### config.mk
export PLATFORM = sky130hd
export DESIGN_NAME = fpk_panel
export DESIGN_NICKNAME = d
export VERILOG_FILES = /design/src/design/fpk_pkg.sv /design/src/design/fpk_key_sync.sv /design/src/design/fpk_panel.sv
export VERILOG_INCLUDE_DIRS = /design/src /design/src/design
export SDC_FILE = /design/constraint.sdc
export NUM_CORES = 1
export LEC_CHECK = 0
export ABC_AREA = 1
export BUFFER_PORTS_ARGS = -buffer_cell sky130_fd_sc_hd__clkbuf_2
export CAP_MARGIN = 20
export CORE_ASPECT_RATIO = 1.1
export CORE_MARGIN = 1.5
export CORE_UTILIZATION = 55
export DETAILED_ROUTE_END_ITERATION = 16
export PLACE_DENSITY_LB_ADDON = 0.1
export SYNTH_ARGS = -nofsm -noshare
export SYNTH_HDL_FRONTEND = slang
export SYNTH_SLANG_ARGS = --single-unit
### constraint.sdc
create_clock -name clock_i -period 3.5 [get_ports clock_i]
set_input_delay 0.35 -clock clock_i [delete_from_list [all_inputs] [get_ports clock_i]]
set_output_delay 0.35 -clock clock_i [all_outputs]
set_load 0.02 [all_outputs]
### src/design/fpk_map.svh
`ifndef FPK_MAP_SVH
`define FPK_MAP_SVH
// register byte offsets
`define FPK_ADDR_CTRL     4'h0
`define FPK_ADDR_STATUS   4'h4
`define FPK_ADDR_EVENT    4'h8
`define FPK_ADDR_CMD      4'hc
// field positions
`define FPK_CTRL_DEVNZ    0
`define FPK_EVT_SEC       5
`define FPK_EVT_PEND      8
`define FPK_CMD_SEC       5
// reset values
`define FPK_CTRL_RST      1'h0
// bus responses
`define FPK_RESP_OKAY     2'h0
`define FPK_RESP_SLVERR   2'h2
// keypad
`define FPK_NUM_KEYS      20
`define FPK_SYNC_W        22
`define FPK_PIN_REMOTE    20
`define FPK_PIN_CAL_OK    21
`define FPK_KEY_SHIFT     5'h0b
// ranges: voltage 0=20mV..5=1kV, current 0=200uA..5=10A
`define FPK_RANGE_LOWEST  3'h0
`define FPK_VR_HV_FIRST   3'h4
`define FPK_IR_HC_FIRST   3'h5
`define FPK_CAL_ERR_CODE  4'h6
// timing
`define FPK_CLK_MHZ       200
`define FPK_VERSION_MS    1000
`define FPK_BLINK_MS      250
`define FPK_DATA_MS       50
`endif

### src/design/fpk_pkg.sv
package fpk_pkg;
   typedef enum logic [1:0] {FPK_Q_VOLT, FPK_Q_CURR, FPK_Q_RES} fpk_qty_e;
   typedef enum logic [2:0] {FPK_D_VERSION, FPK_D_NORMAL, FPK_D_DEV, FPK_D_FREQ,
                             FPK_D_MENU, FPK_D_ERROR} fpk_disp_e;
   typedef enum logic {FPK_P_VERSION, FPK_P_RUN} fpk_phase_e;

   typedef struct packed {
      logic [21:0] meta;
      logic [21:0] sync;
      logic [21:0] last;
      logic [21:0] rise;
   } fpk_sync_s;

   typedef struct packed {
      // bus slave
      logic        awready;
      logic        wready;
      logic        aw_got;
      logic        w_got;
      logic [3:0]  waddr;
      logic        waddr_ok;
      logic [31:0] wdata;
      logic [3:0]  wstrb;
      logic        bvalid;
      logic [1:0]  bresp;
      logic        arready;
      logic        rvalid;
      logic [31:0] rdata;
      logic [1:0]  rresp;
      // panel state
      fpk_phase_e  phase;
      logic [27:0] phase_cnt;
      logic [27:0] blink_cnt;
      logic        blink;
      logic [27:0] data_cnt;
      logic        shift;
      fpk_qty_e    qty;
      logic [2:0]  range;
      logic        ac;
      logic        neg;
      logic        dev_disp;
      logic        dev_nz;
      logic        freq_disp;
      logic        menu;
      logic [3:0]  err;
      logic [4:0]  evt_key;
      logic        evt_sec;
      logic        evt_pend;
      // registered outputs
      logic [19:0] led;
      logic [2:0]  vir;
      logic        data_led;
      logic        sock_hv;
      logic        sock_hc;
      logic        sock_lt;
      fpk_disp_e   disp;
   } fpk_state_s;
endpackage

### src/design/fpk_key_sync.sv
`timescale 1ns/10ps
// two-stage synchroniser for panel pins with rising-edge pulse
module fpk_key_sync
   import fpk_pkg::*;
(
   // clock and reset
   input  wire logic        clock_i,
   input  wire logic        rst_b_i,
   // raw pins
   input  wire logic [21:0] pin_i,
   // synchronised levels and press pulses
   output logic      [21:0] level_o,
   output logic      [21:0] rise_o
);
   fpk_sync_s st;
   fpk_sync_s nxt;

   // meta feeds only the second stage
   always_comb begin
      nxt      = st;
      nxt.meta = pin_i;
      nxt.sync = st.meta;
      nxt.last = st.sync;
      nxt.rise = st.sync & ~st.last;
   end

   // state register
   always_ff @(posedge clock_i or negedge rst_b_i) begin
      if (!rst_b_i) begin
         st <= '0;
      end else begin
         st <= nxt;
      end
   end

   assign level_o = st.sync;
   assign rise_o  = st.rise;
endmodule

### src/design/fpk_panel.sv
// The placing of the registers and the AXI4-Lite slave port were left to the implementer.
`timescale 1ns/10ps
`include "fpk_map.svh"
// Summary of operation
// - Local position: only panel buttons act, bus commands are ignored.
// - Remote position: only bus commands act, panel presses are ignored.
// - Twenty buttons in two rows, numbered 1-10 and 11-20, all but 10 and 20 with a light.
// - Button 11 arms shift and lights; next press takes secondary function.
// - Button 1 toggles deviation display or opens user menu; lit in deviation.
// - Button 1 light flashes when nominal shown but deviation nonzero.
// - Button 2 sets plus polarity or picks DC; lit while DC range used.
// - Buttons 3-8 bump digits or select one of six voltage ranges.
// - Button 9 bumps last digit or selects resistance; lit on resistance.
// - Button 10 sets full scale or confirms high-voltage interlock; no light.
// - Button 12 sets minus polarity or picks AC; lit while AC selected outside resistance.
// - Buttons 13-18 lower digits or select a current range, lit.
// - Button 19 lowers last digit or shows frequency/waveform, lit then.
// - Button 20 zeroes output or stores offset; no light.
// - Exactly one of voltage, current, resistance lights matches quantity.
// - Data light flashes per command-register write in remote, per press in local.
// - High-voltage sockets and light active only for high-voltage ranges.
// - High-current sockets and light active only for the top current range.
// - Low-thermal terminals for low voltage, low current and resistance.
// - Show version about one second, then lowest DC voltage range, zero.
// - Invalid calibration at power-up shows recalibration error code six.
module fpk_panel
   import fpk_pkg::*;
#(
   parameter logic [27:0] VERSION_CYCLES = 28'(`FPK_VERSION_MS * 1000 * `FPK_CLK_MHZ),
   parameter logic [27:0] BLINK_CYCLES   = 28'(`FPK_BLINK_MS * 1000 * `FPK_CLK_MHZ),
   parameter logic [27:0] DATA_CYCLES    = 28'(`FPK_DATA_MS * 1000 * `FPK_CLK_MHZ)
)(
   // clock and reset
   input  wire logic        clock_i,
   input  wire logic        rst_b_i,
   // panel pins
   input  wire logic [19:0] key_i,
   input  wire logic        remote_sw_i,
   input  wire logic        cal_ok_i,
   // axi4-lite write
   input  wire logic [31:0] s_axi_awaddr_i,
   input  wire logic        s_axi_awvalid_i,
   output logic             s_axi_awready_o,
   input  wire logic [31:0] s_axi_wdata_i,
   input  wire logic [3:0]  s_axi_wstrb_i,
   input  wire logic        s_axi_wvalid_i,
   output logic             s_axi_wready_o,
   output logic [1:0]       s_axi_bresp_o,
   output logic             s_axi_bvalid_o,
   input  wire logic        s_axi_bready_i,
   // axi4-lite read
   input  wire logic [31:0] s_axi_araddr_i,
   input  wire logic        s_axi_arvalid_i,
   output logic             s_axi_arready_o,
   output logic [31:0]      s_axi_rdata_o,
   output logic [1:0]       s_axi_rresp_o,
   output logic             s_axi_rvalid_o,
   input  wire logic        s_axi_rready_i,
   // indicators and sockets
   output logic [19:0]      key_led_o,
   output logic             volt_led_o,
   output logic             curr_led_o,
   output logic             res_led_o,
   output logic             data_led_o,
   output logic             hv_sock_o,
   output logic             hc_sock_o,
   output logic             lt_sock_o,
   output fpk_disp_e        disp_mode_o
);
   fpk_state_s  st;
   fpk_state_s  nxt;
   logic [21:0] pin_lvl;
   logic [21:0] pin_rise;
   logic        remote;
   logic [4:0]  key_num;
   logic        key_sec;
   logic        key_hit;
   logic        cmd_hit;
   logic        wr_fire;

   // lowest pressed key number, 0 when none
   function automatic logic [4:0] first_key(input logic [19:0] v);
      logic [4:0] k;
      k = 5'h0;
      for (int i = 19; i >= 0; i--) begin
         if (v[i]) begin
            k = 5'(i + 1);
         end
      end
      return k;
   endfunction

   // key inside an inclusive span
   function automatic logic in_span(input logic [4:0] k, input logic [4:0] lo, input logic [4:0] hi);
      return (k >= lo) && (k <= hi);
   endfunction

   // register map decode
   function automatic logic addr_ok(input logic [31:0] a);
      return (a[31:4] == 28'h0) && (a[1:0] == 2'h0);
   endfunction

   // pin synchroniser
   fpk_key_sync u_sync (
      .clock_i (clock_i),
      .rst_b_i (rst_b_i),
      .pin_i   ({cal_ok_i, remote_sw_i, key_i}),
      .level_o (pin_lvl),
      .rise_o  (pin_rise)
   );

   assign remote = pin_lvl[`FPK_PIN_REMOTE];

   // next-state logic
   always_comb begin
      nxt     = st;
      key_num = 5'h0;
      key_sec = 1'b0;
      key_hit = 1'b0;
      cmd_hit = 1'b0;
      // write address and data, either order
      if (s_axi_awvalid_i && st.awready) begin
         nxt.aw_got   = 1'b1;
         nxt.waddr    = s_axi_awaddr_i[3:0];
         nxt.waddr_ok = addr_ok(s_axi_awaddr_i);
      end
      if (s_axi_wvalid_i && st.wready) begin
         nxt.w_got = 1'b1;
         nxt.wdata = s_axi_wdata_i;
         nxt.wstrb = s_axi_wstrb_i;
      end
      if (st.bvalid && s_axi_bready_i) begin
         nxt.bvalid = 1'b0;
      end
      wr_fire = st.aw_got && st.w_got && !st.bvalid;
      if (wr_fire) begin
         nxt.aw_got = 1'b0;
         nxt.w_got  = 1'b0;
         nxt.bvalid = 1'b1;
         nxt.bresp  = st.waddr_ok ? `FPK_RESP_OKAY : `FPK_RESP_SLVERR;
         if (st.waddr_ok && st.wstrb[0] && st.waddr == `FPK_ADDR_CTRL) begin
            nxt.dev_nz = st.wdata[`FPK_CTRL_DEVNZ];
         end
         if (st.waddr_ok && st.wstrb[1] && st.waddr == `FPK_ADDR_EVENT && st.wdata[`FPK_EVT_PEND]) begin
            nxt.evt_pend = 1'b0; // a new event below wins
         end
         // bus command only in remote position
         if (st.waddr_ok && st.wstrb[0] && st.waddr == `FPK_ADDR_CMD && remote) begin
            cmd_hit = 1'b1;
            if (st.phase == FPK_P_RUN && in_span(st.wdata[4:0], 5'h01, 5'h14)) begin
               key_num = st.wdata[4:0];
               key_sec = st.wdata[`FPK_CMD_SEC];
            end
         end
      end
      nxt.awready = !nxt.aw_got && !nxt.bvalid;
      nxt.wready  = !nxt.w_got && !nxt.bvalid;
      // read channel
      if (st.rvalid && s_axi_rready_i) begin
         nxt.rvalid = 1'b0;
      end
      if (s_axi_arvalid_i && st.arready) begin
         nxt.rvalid = 1'b1;
         nxt.rresp  = addr_ok(s_axi_araddr_i) ? `FPK_RESP_OKAY : `FPK_RESP_SLVERR;
         nxt.rdata  = 32'h0;
         if (addr_ok(s_axi_araddr_i)) begin
            case (s_axi_araddr_i[3:0])
               `FPK_ADDR_CTRL:   nxt.rdata = {31'h0, st.dev_nz};
               `FPK_ADDR_STATUS: nxt.rdata = {12'h0, st.err, 1'b0, st.disp, remote, st.shift,
                                              st.menu, st.freq_disp, st.dev_disp, st.neg, st.ac,
                                              st.range, st.qty};
               `FPK_ADDR_EVENT:  nxt.rdata = {23'h0, st.evt_pend, 2'h0, st.evt_sec, st.evt_key};
               default:          nxt.rdata = 32'h0;
            endcase
         end
      end
      nxt.arready = !nxt.rvalid;
      // panel presses only in local position
      if (!remote && st.phase == FPK_P_RUN && |pin_rise[19:0]) begin
         key_hit = 1'b1;
         key_num = first_key(pin_rise[19:0]);
         if (key_num == `FPK_KEY_SHIFT) begin
            nxt.shift = 1'b1;
         end else begin
            key_sec   = st.shift;
            nxt.shift = 1'b0;
         end
      end
      // execute a decoded key
      if (key_num != 5'h0 && key_num != `FPK_KEY_SHIFT) begin
         nxt.evt_key  = key_num;
         nxt.evt_sec  = key_sec;
         nxt.evt_pend = 1'b1;
         case (key_num)
            5'h01: begin
               if (key_sec) begin
                  nxt.menu = 1'b1;
               end else begin
                  nxt.dev_disp = !st.dev_disp;
               end
            end
            5'h02: begin
               if (key_sec) begin
                  nxt.ac = 1'b0;
               end else begin
                  nxt.neg = 1'b0;
               end
            end
            5'h09: begin
               if (key_sec) begin
                  nxt.qty = FPK_Q_RES;
                  nxt.ac  = 1'b0;
               end
            end
            5'h0c: begin
               if (key_sec) begin
                  nxt.ac = 1'b1;
               end else begin
                  nxt.neg = 1'b1;
               end
            end
            5'h13: begin
               if (key_sec) begin
                  nxt.freq_disp = 1'b1;
               end
            end
            default: begin
               if (key_sec && in_span(key_num, 5'h03, 5'h08)) begin
                  nxt.qty       = FPK_Q_VOLT;
                  nxt.range     = 3'(5'h08 - key_num);
                  nxt.freq_disp = 1'b0;
                  nxt.menu      = 1'b0;
               end
               if (key_sec && in_span(key_num, 5'h0d, 5'h12)) begin
                  nxt.qty       = FPK_Q_CURR;
                  nxt.range     = 3'(5'h12 - key_num);
                  nxt.freq_disp = 1'b0;
                  nxt.menu      = 1'b0;
               end
            end
         endcase
      end
      // power-up version display then defaults
      if (st.phase == FPK_P_VERSION) begin
         nxt.phase_cnt = st.phase_cnt + 28'h1;
         if (st.phase_cnt == VERSION_CYCLES - 28'h1) begin
            nxt.phase     = FPK_P_RUN;
            nxt.qty       = FPK_Q_VOLT;
            nxt.range     = `FPK_RANGE_LOWEST;
            nxt.ac        = 1'b0;
            nxt.neg       = 1'b0;
            nxt.evt_key   = 5'h14; // zero output request
            nxt.evt_sec   = 1'b0;
            nxt.evt_pend  = 1'b1;
            nxt.err       = pin_lvl[`FPK_PIN_CAL_OK] ? 4'h0 : `FPK_CAL_ERR_CODE;
         end
      end
      // flash divider
      if (st.blink_cnt == BLINK_CYCLES - 28'h1) begin
         nxt.blink_cnt = 28'h0;
         nxt.blink     = !st.blink;
      end else begin
         nxt.blink_cnt = st.blink_cnt + 28'h1;
      end
      // data light one-shot
      if (key_hit || cmd_hit) begin
         nxt.data_cnt = DATA_CYCLES;
      end else if (st.data_cnt != 28'h0) begin
         nxt.data_cnt = st.data_cnt - 28'h1;
      end
      nxt.data_led = (nxt.data_cnt != 28'h0);
      // button lights
      nxt.led     = 20'h0;
      nxt.led[0]  = nxt.dev_disp || (nxt.dev_nz && nxt.blink);
      nxt.led[1]  = (nxt.qty != FPK_Q_RES) && !nxt.ac;
      for (int i = 0; i < 6; i++) begin
         nxt.led[7 - i]  = (nxt.qty == FPK_Q_VOLT) && (nxt.range == 3'(i));
         nxt.led[17 - i] = (nxt.qty == FPK_Q_CURR) && (nxt.range == 3'(i));
      end
      nxt.led[8]  = (nxt.qty == FPK_Q_RES);
      nxt.led[10] = nxt.shift;
      nxt.led[11] = (nxt.qty != FPK_Q_RES) && nxt.ac;
      nxt.led[18] = nxt.freq_disp;
      // quantity lights and sockets
      nxt.vir     = {nxt.qty == FPK_Q_RES, nxt.qty == FPK_Q_CURR, nxt.qty == FPK_Q_VOLT};
      nxt.sock_hv = (nxt.qty == FPK_Q_VOLT) && (nxt.range >= `FPK_VR_HV_FIRST);
      nxt.sock_hc = (nxt.qty == FPK_Q_CURR) && (nxt.range >= `FPK_IR_HC_FIRST);
      nxt.sock_lt = !nxt.sock_hv && !nxt.sock_hc;
      // display mode
      if (nxt.phase == FPK_P_VERSION) begin
         nxt.disp = FPK_D_VERSION;
      end else if (nxt.err != 4'h0) begin
         nxt.disp = FPK_D_ERROR;
      end else if (nxt.freq_disp) begin
         nxt.disp = FPK_D_FREQ;
      end else if (nxt.menu) begin
         nxt.disp = FPK_D_MENU;
      end else if (nxt.dev_disp) begin
         nxt.disp = FPK_D_DEV;
      end else begin
         nxt.disp = FPK_D_NORMAL;
      end
   end

   // state register
   always_ff @(posedge clock_i or negedge rst_b_i) begin
      if (!rst_b_i) begin
         st         <= '0;
         st.vir     <= 3'h1;
         st.sock_lt <= 1'b1;
         st.led     <= 20'h00082;
      end else begin
         st <= nxt;
      end
   end

   // outputs straight from state
   assign s_axi_awready_o = st.awready;
   assign s_axi_wready_o  = st.wready;
   assign s_axi_bresp_o   = st.bresp;
   assign s_axi_bvalid_o  = st.bvalid;
   assign s_axi_arready_o = st.arready;
   assign s_axi_rdata_o   = st.rdata;
   assign s_axi_rresp_o   = st.rresp;
   assign s_axi_rvalid_o  = st.rvalid;
   assign key_led_o       = st.led;
   assign volt_led_o      = st.vir[0];
   assign curr_led_o      = st.vir[1];
   assign res_led_o       = st.vir[2];
   assign data_led_o      = st.data_led;
   assign hv_sock_o       = st.sock_hv;
   assign hc_sock_o       = st.sock_hc;
   assign lt_sock_o       = st.sock_lt;
   assign disp_mode_o     = st.disp;
endmodule

==> reports/qor.yml <==
outcome: "completed"
ir_drop_v: 0.000520
p_per_area_nw_per_um2: 557
setup_violations: 0
port_buffers: 155
worst_clock_skew_ps: 12.5
final_cell_mix: "256 x dfrtp_1, 217 x nand2_1, 188 x inv_1"
grt_pass1_wl_um: 38900
async_flop_share_pct: 100
layout_commonest_cell: "dfrtp_1"
p_leak_uw: 0.00710
slew_headroom_pct: 45.6
grt_max_degree: 114
cp_max_fo: 8
maxCapViolCount: 0
rows: 55
period_share_pct: 89.4
nFillCells: 1675
drc_errors: 0
cts_tree: "yes"
setup_tns_ps: 0
ios: 200
crit_required_ps: 3910
synthMuxAreaShare_pct: 0
timing.final.ws_setup_ps: 370
wl_per_cell_um: 13.2
synthAdderAreaFrac_pct: 0.960
postPlaceCellArea_um2: 12600
cts.htree.levels: 1
synth_xor_area_share_pct: 2.99
hp-class: "primary input to flip-flop"
drive_above_1_share_pct: 21.6
synth_cells: 1273
globalplace.congestion: 0.861
syn_area_um2: 11700
place_hpwl_um: 16900
finalMaxSlewViolations: 0
diodes: 0
hold_viol: 0
syn_to_final_growth_pct: 17.4
vias: 8524
min_period_ps: 3130
design_area_um2: 13800
antenna_found_initial: 0
endpoint_kind: "flip-flop"
yosysWarnings: 0
chipHeight_um: 156
fmax_mhz: 320
synth-seq-cells: 260
clk_pin_slew_worst_paths_ps: 60
globalRouteOverflowTotal: 0
postRouteAntennaNets: 0
synth-compound-area-share_pct: 6.67
synth-simple-area-share_pct: 22.9
numCtsBuffers: 26
core_area_um2: 20700
fin_nets: 1579
synth_edf_count: 0
die-width_um: 142
grt_pass1_vias: 8481
drtIter0Drc: 436
tightest_slew_ps: 815
syn_avg_cell_area_um2: 9.21
arrival_ps: 3540
synth_top_family_by_area: "simple AND/OR/NAND/NOR gates"
layout.area.seq_um2: 6510
track_usage_pct: 21.7
multiInputGateArea_um2: 4030
dr.pass1.iters: 4
startpoint_type: "flip-flop"
clk-insertion-delay-late_ps: 530
clockBufferDepth: 3
synth_cell_types: 54
clock_sinks: 260
totalWireLength_um: 23100
synth_top_flop_cell: "dfrtp_1"
cts-root-buf: "clkbuf_16"
initial_core_util_pct: 56.6
via_per_inst: 4.88
synth-seq-area-share_pct: 55.5
rsz0062_at_grt: "no"
post-place-ws_ps: 310
dieArea_um2: 22200
crit_type: "flip-flop to flip-flop"
==> routing by layer <==
layer / track usage [%] / part of all wire [%] / wire (um) / up-vias
li1: - / - / - / 4312
met1: 27.5 / 43 / 9910 / 3993
met3: 3.65 / 5.2 / 1190 / 43
met2: 38.5 / 50 / 11500 / 176
met4: 5.60 / 2.0 / 457 / 0
met5: 0 / 0 / 0 / -
==> repair_timing <==
item                       in CTS  in global routing
setup buffers                   0                  0
setup endpoints to repair       0                 15
hold buffers                   25                  0
gates resized for setup         0                  5
hold endpoints to repair      129                  0
==> power by group <==
part	internal (uW)	switching, uW	leakage (uW)
Combinational	415	778	0.00332
Clock	1790	1130	0.000446
Sequential	3310	245	0.00334
==> final cells by class <==
type | instances | area share [%]
clock buffers | 34 | 5.38
flip-flops and latches | 260 | 47.3
repair buffers | 192 | 8.27
inverters | 211 | 5.81
multi-input cells | 750 | 29.3
clock inverters | 13 | 1.35
well taps | 285 | 2.59
==> per-stage QoR <==
stage / util [%] / total power [uW] / hold slack [ps] / std cells
global placement: 60.6 / 4750 / 334 / 1673
global route: 66.5 / 8120 / 15.7 / 1745
detailed placement: 60.6 / 4780 / 336 / 1673
CTS: 66.3 / 7770 / 2.71 / 1745
floorplan: - / 4410 / 54.4 / 1289
finish: 66.5 / 7670 / 20.3 / 1745
==> final timing paths <==
| kind | from | endpoint | slack [ps] | cells after the start |
|---|---|---|---|---|
| max | u_sync.rise_o[17] | key_led_o[4] | 370 | 24 |
| min | s_axi_wdata_i[8] | st[190] | 20 | 3 |
| max reg2reg | u_sync.rise_o[17] | key_led_o[4] | 370 | 24 |
| min reg2reg | u_sync.nxt[59] | u_sync.level_o[15] | 350 | 0 |
| max in group asynchronous | rst_b_i | st[60] | 2140 | 3 |
| min in group asynchronous | rst_b_i | st[103] | 450 | 2 |
==> cell families after synthesis <==
kind of cell	Yosys count
xor+xnor	40
buf+inv	279
flops	260
fa+ha+maj	9
other cells	1
simple gates	562
compound gates	122
==> cell usage after synthesis, types with 3 or more instances <==
| cell type | count | area, um^2 |
|---|---|---|
| o21a_1 | 4 | 30.0 |
| nor4_1 | 33 | 206 |
| ha_1 | 9 | 113 |
| nand2_4 | 6 | 67.6 |
| nor3_2 | 5 | 50.1 |
| inv_4 | 3 | 18.8 |
| nand3_1 | 46 | 230 |
| dfstp_2 | 4 | 105 |
| nand4_1 | 27 | 169 |
| nand3_2 | 8 | 80.1 |
| a32o_1 | 9 | 90.1 |
| o211ai_1 | 4 | 30.0 |
| nand2_1 | 217 | 815 |
| a21oi_2 | 3 | 26.3 |
| inv_2 | 20 | 75.1 |
| buf_4 | 59 | 443 |
| dfrtp_1 | 256 | 6410 |
| nor2_1 | 138 | 518 |
| nor2_2 | 17 | 106 |
| inv_1 | 188 | 706 |
| nand2_2 | 16 | 100 |
| xor2_1 | 30 | 263 |
| nor3_1 | 28 | 140 |
| nor2_4 | 7 | 78.8 |
| o21ai_0 | 40 | 200 |
| o22ai_1 | 4 | 25.0 |
| xnor2_1 | 10 | 87.6 |
| a31oi_1 | 3 | 18.8 |
| o21ai_1 | 3 | 15.0 |
| a21oi_1 | 34 | 170 |
| clkbuf_1 | 8 | 30.0 |
| a211oi_1 | 4 | 30.0 |
==> sequential cells by signal (all words and copies together), names as in the netlist <==
register,count
st,123
s_axi_bvalid_o,1
data_led_o,1
u_sync.st,20
s_axi_rvalid_o,1
s_axi_wready_o,1
s_axi_awready_o,1
u_sync.level_o,22
lt_sock_o,1
disp_mode_o,3
hc_sock_o,1
u_sync.rise_o,20
hv_sock_o,1
s_axi_rdata_o,19
volt_led_o,1
s_axi_bresp_o,1
s_axi_rresp_o,1
s_axi_arready_o,1
curr_led_o,1
key_led_o,18
u_sync.nxt,22
==> worst max-delay path: stages, from the launching register on <==
cell and delay [ps]:
dfrtp_1 340, nor2_1 100, o31ai_1 220, nand3_1 100
nand2_1 70, nand2_1 60, nand2_1 60, nand2_1 40
nand2_1 60, nand2_1 80, o21ai_2 330, inv_2 110
ha_1 210, inv_1 110, nand2_1 70, a31oi_1 120
nand2_1 100, nand3_2 150, nand2_2 100, nand2_4 100
nand2_2 70, o21ai_4 90, nand2_4 110, nand2_2 150
nor2_1 70
No activity file was read; power rests on OpenSTA's default activity.
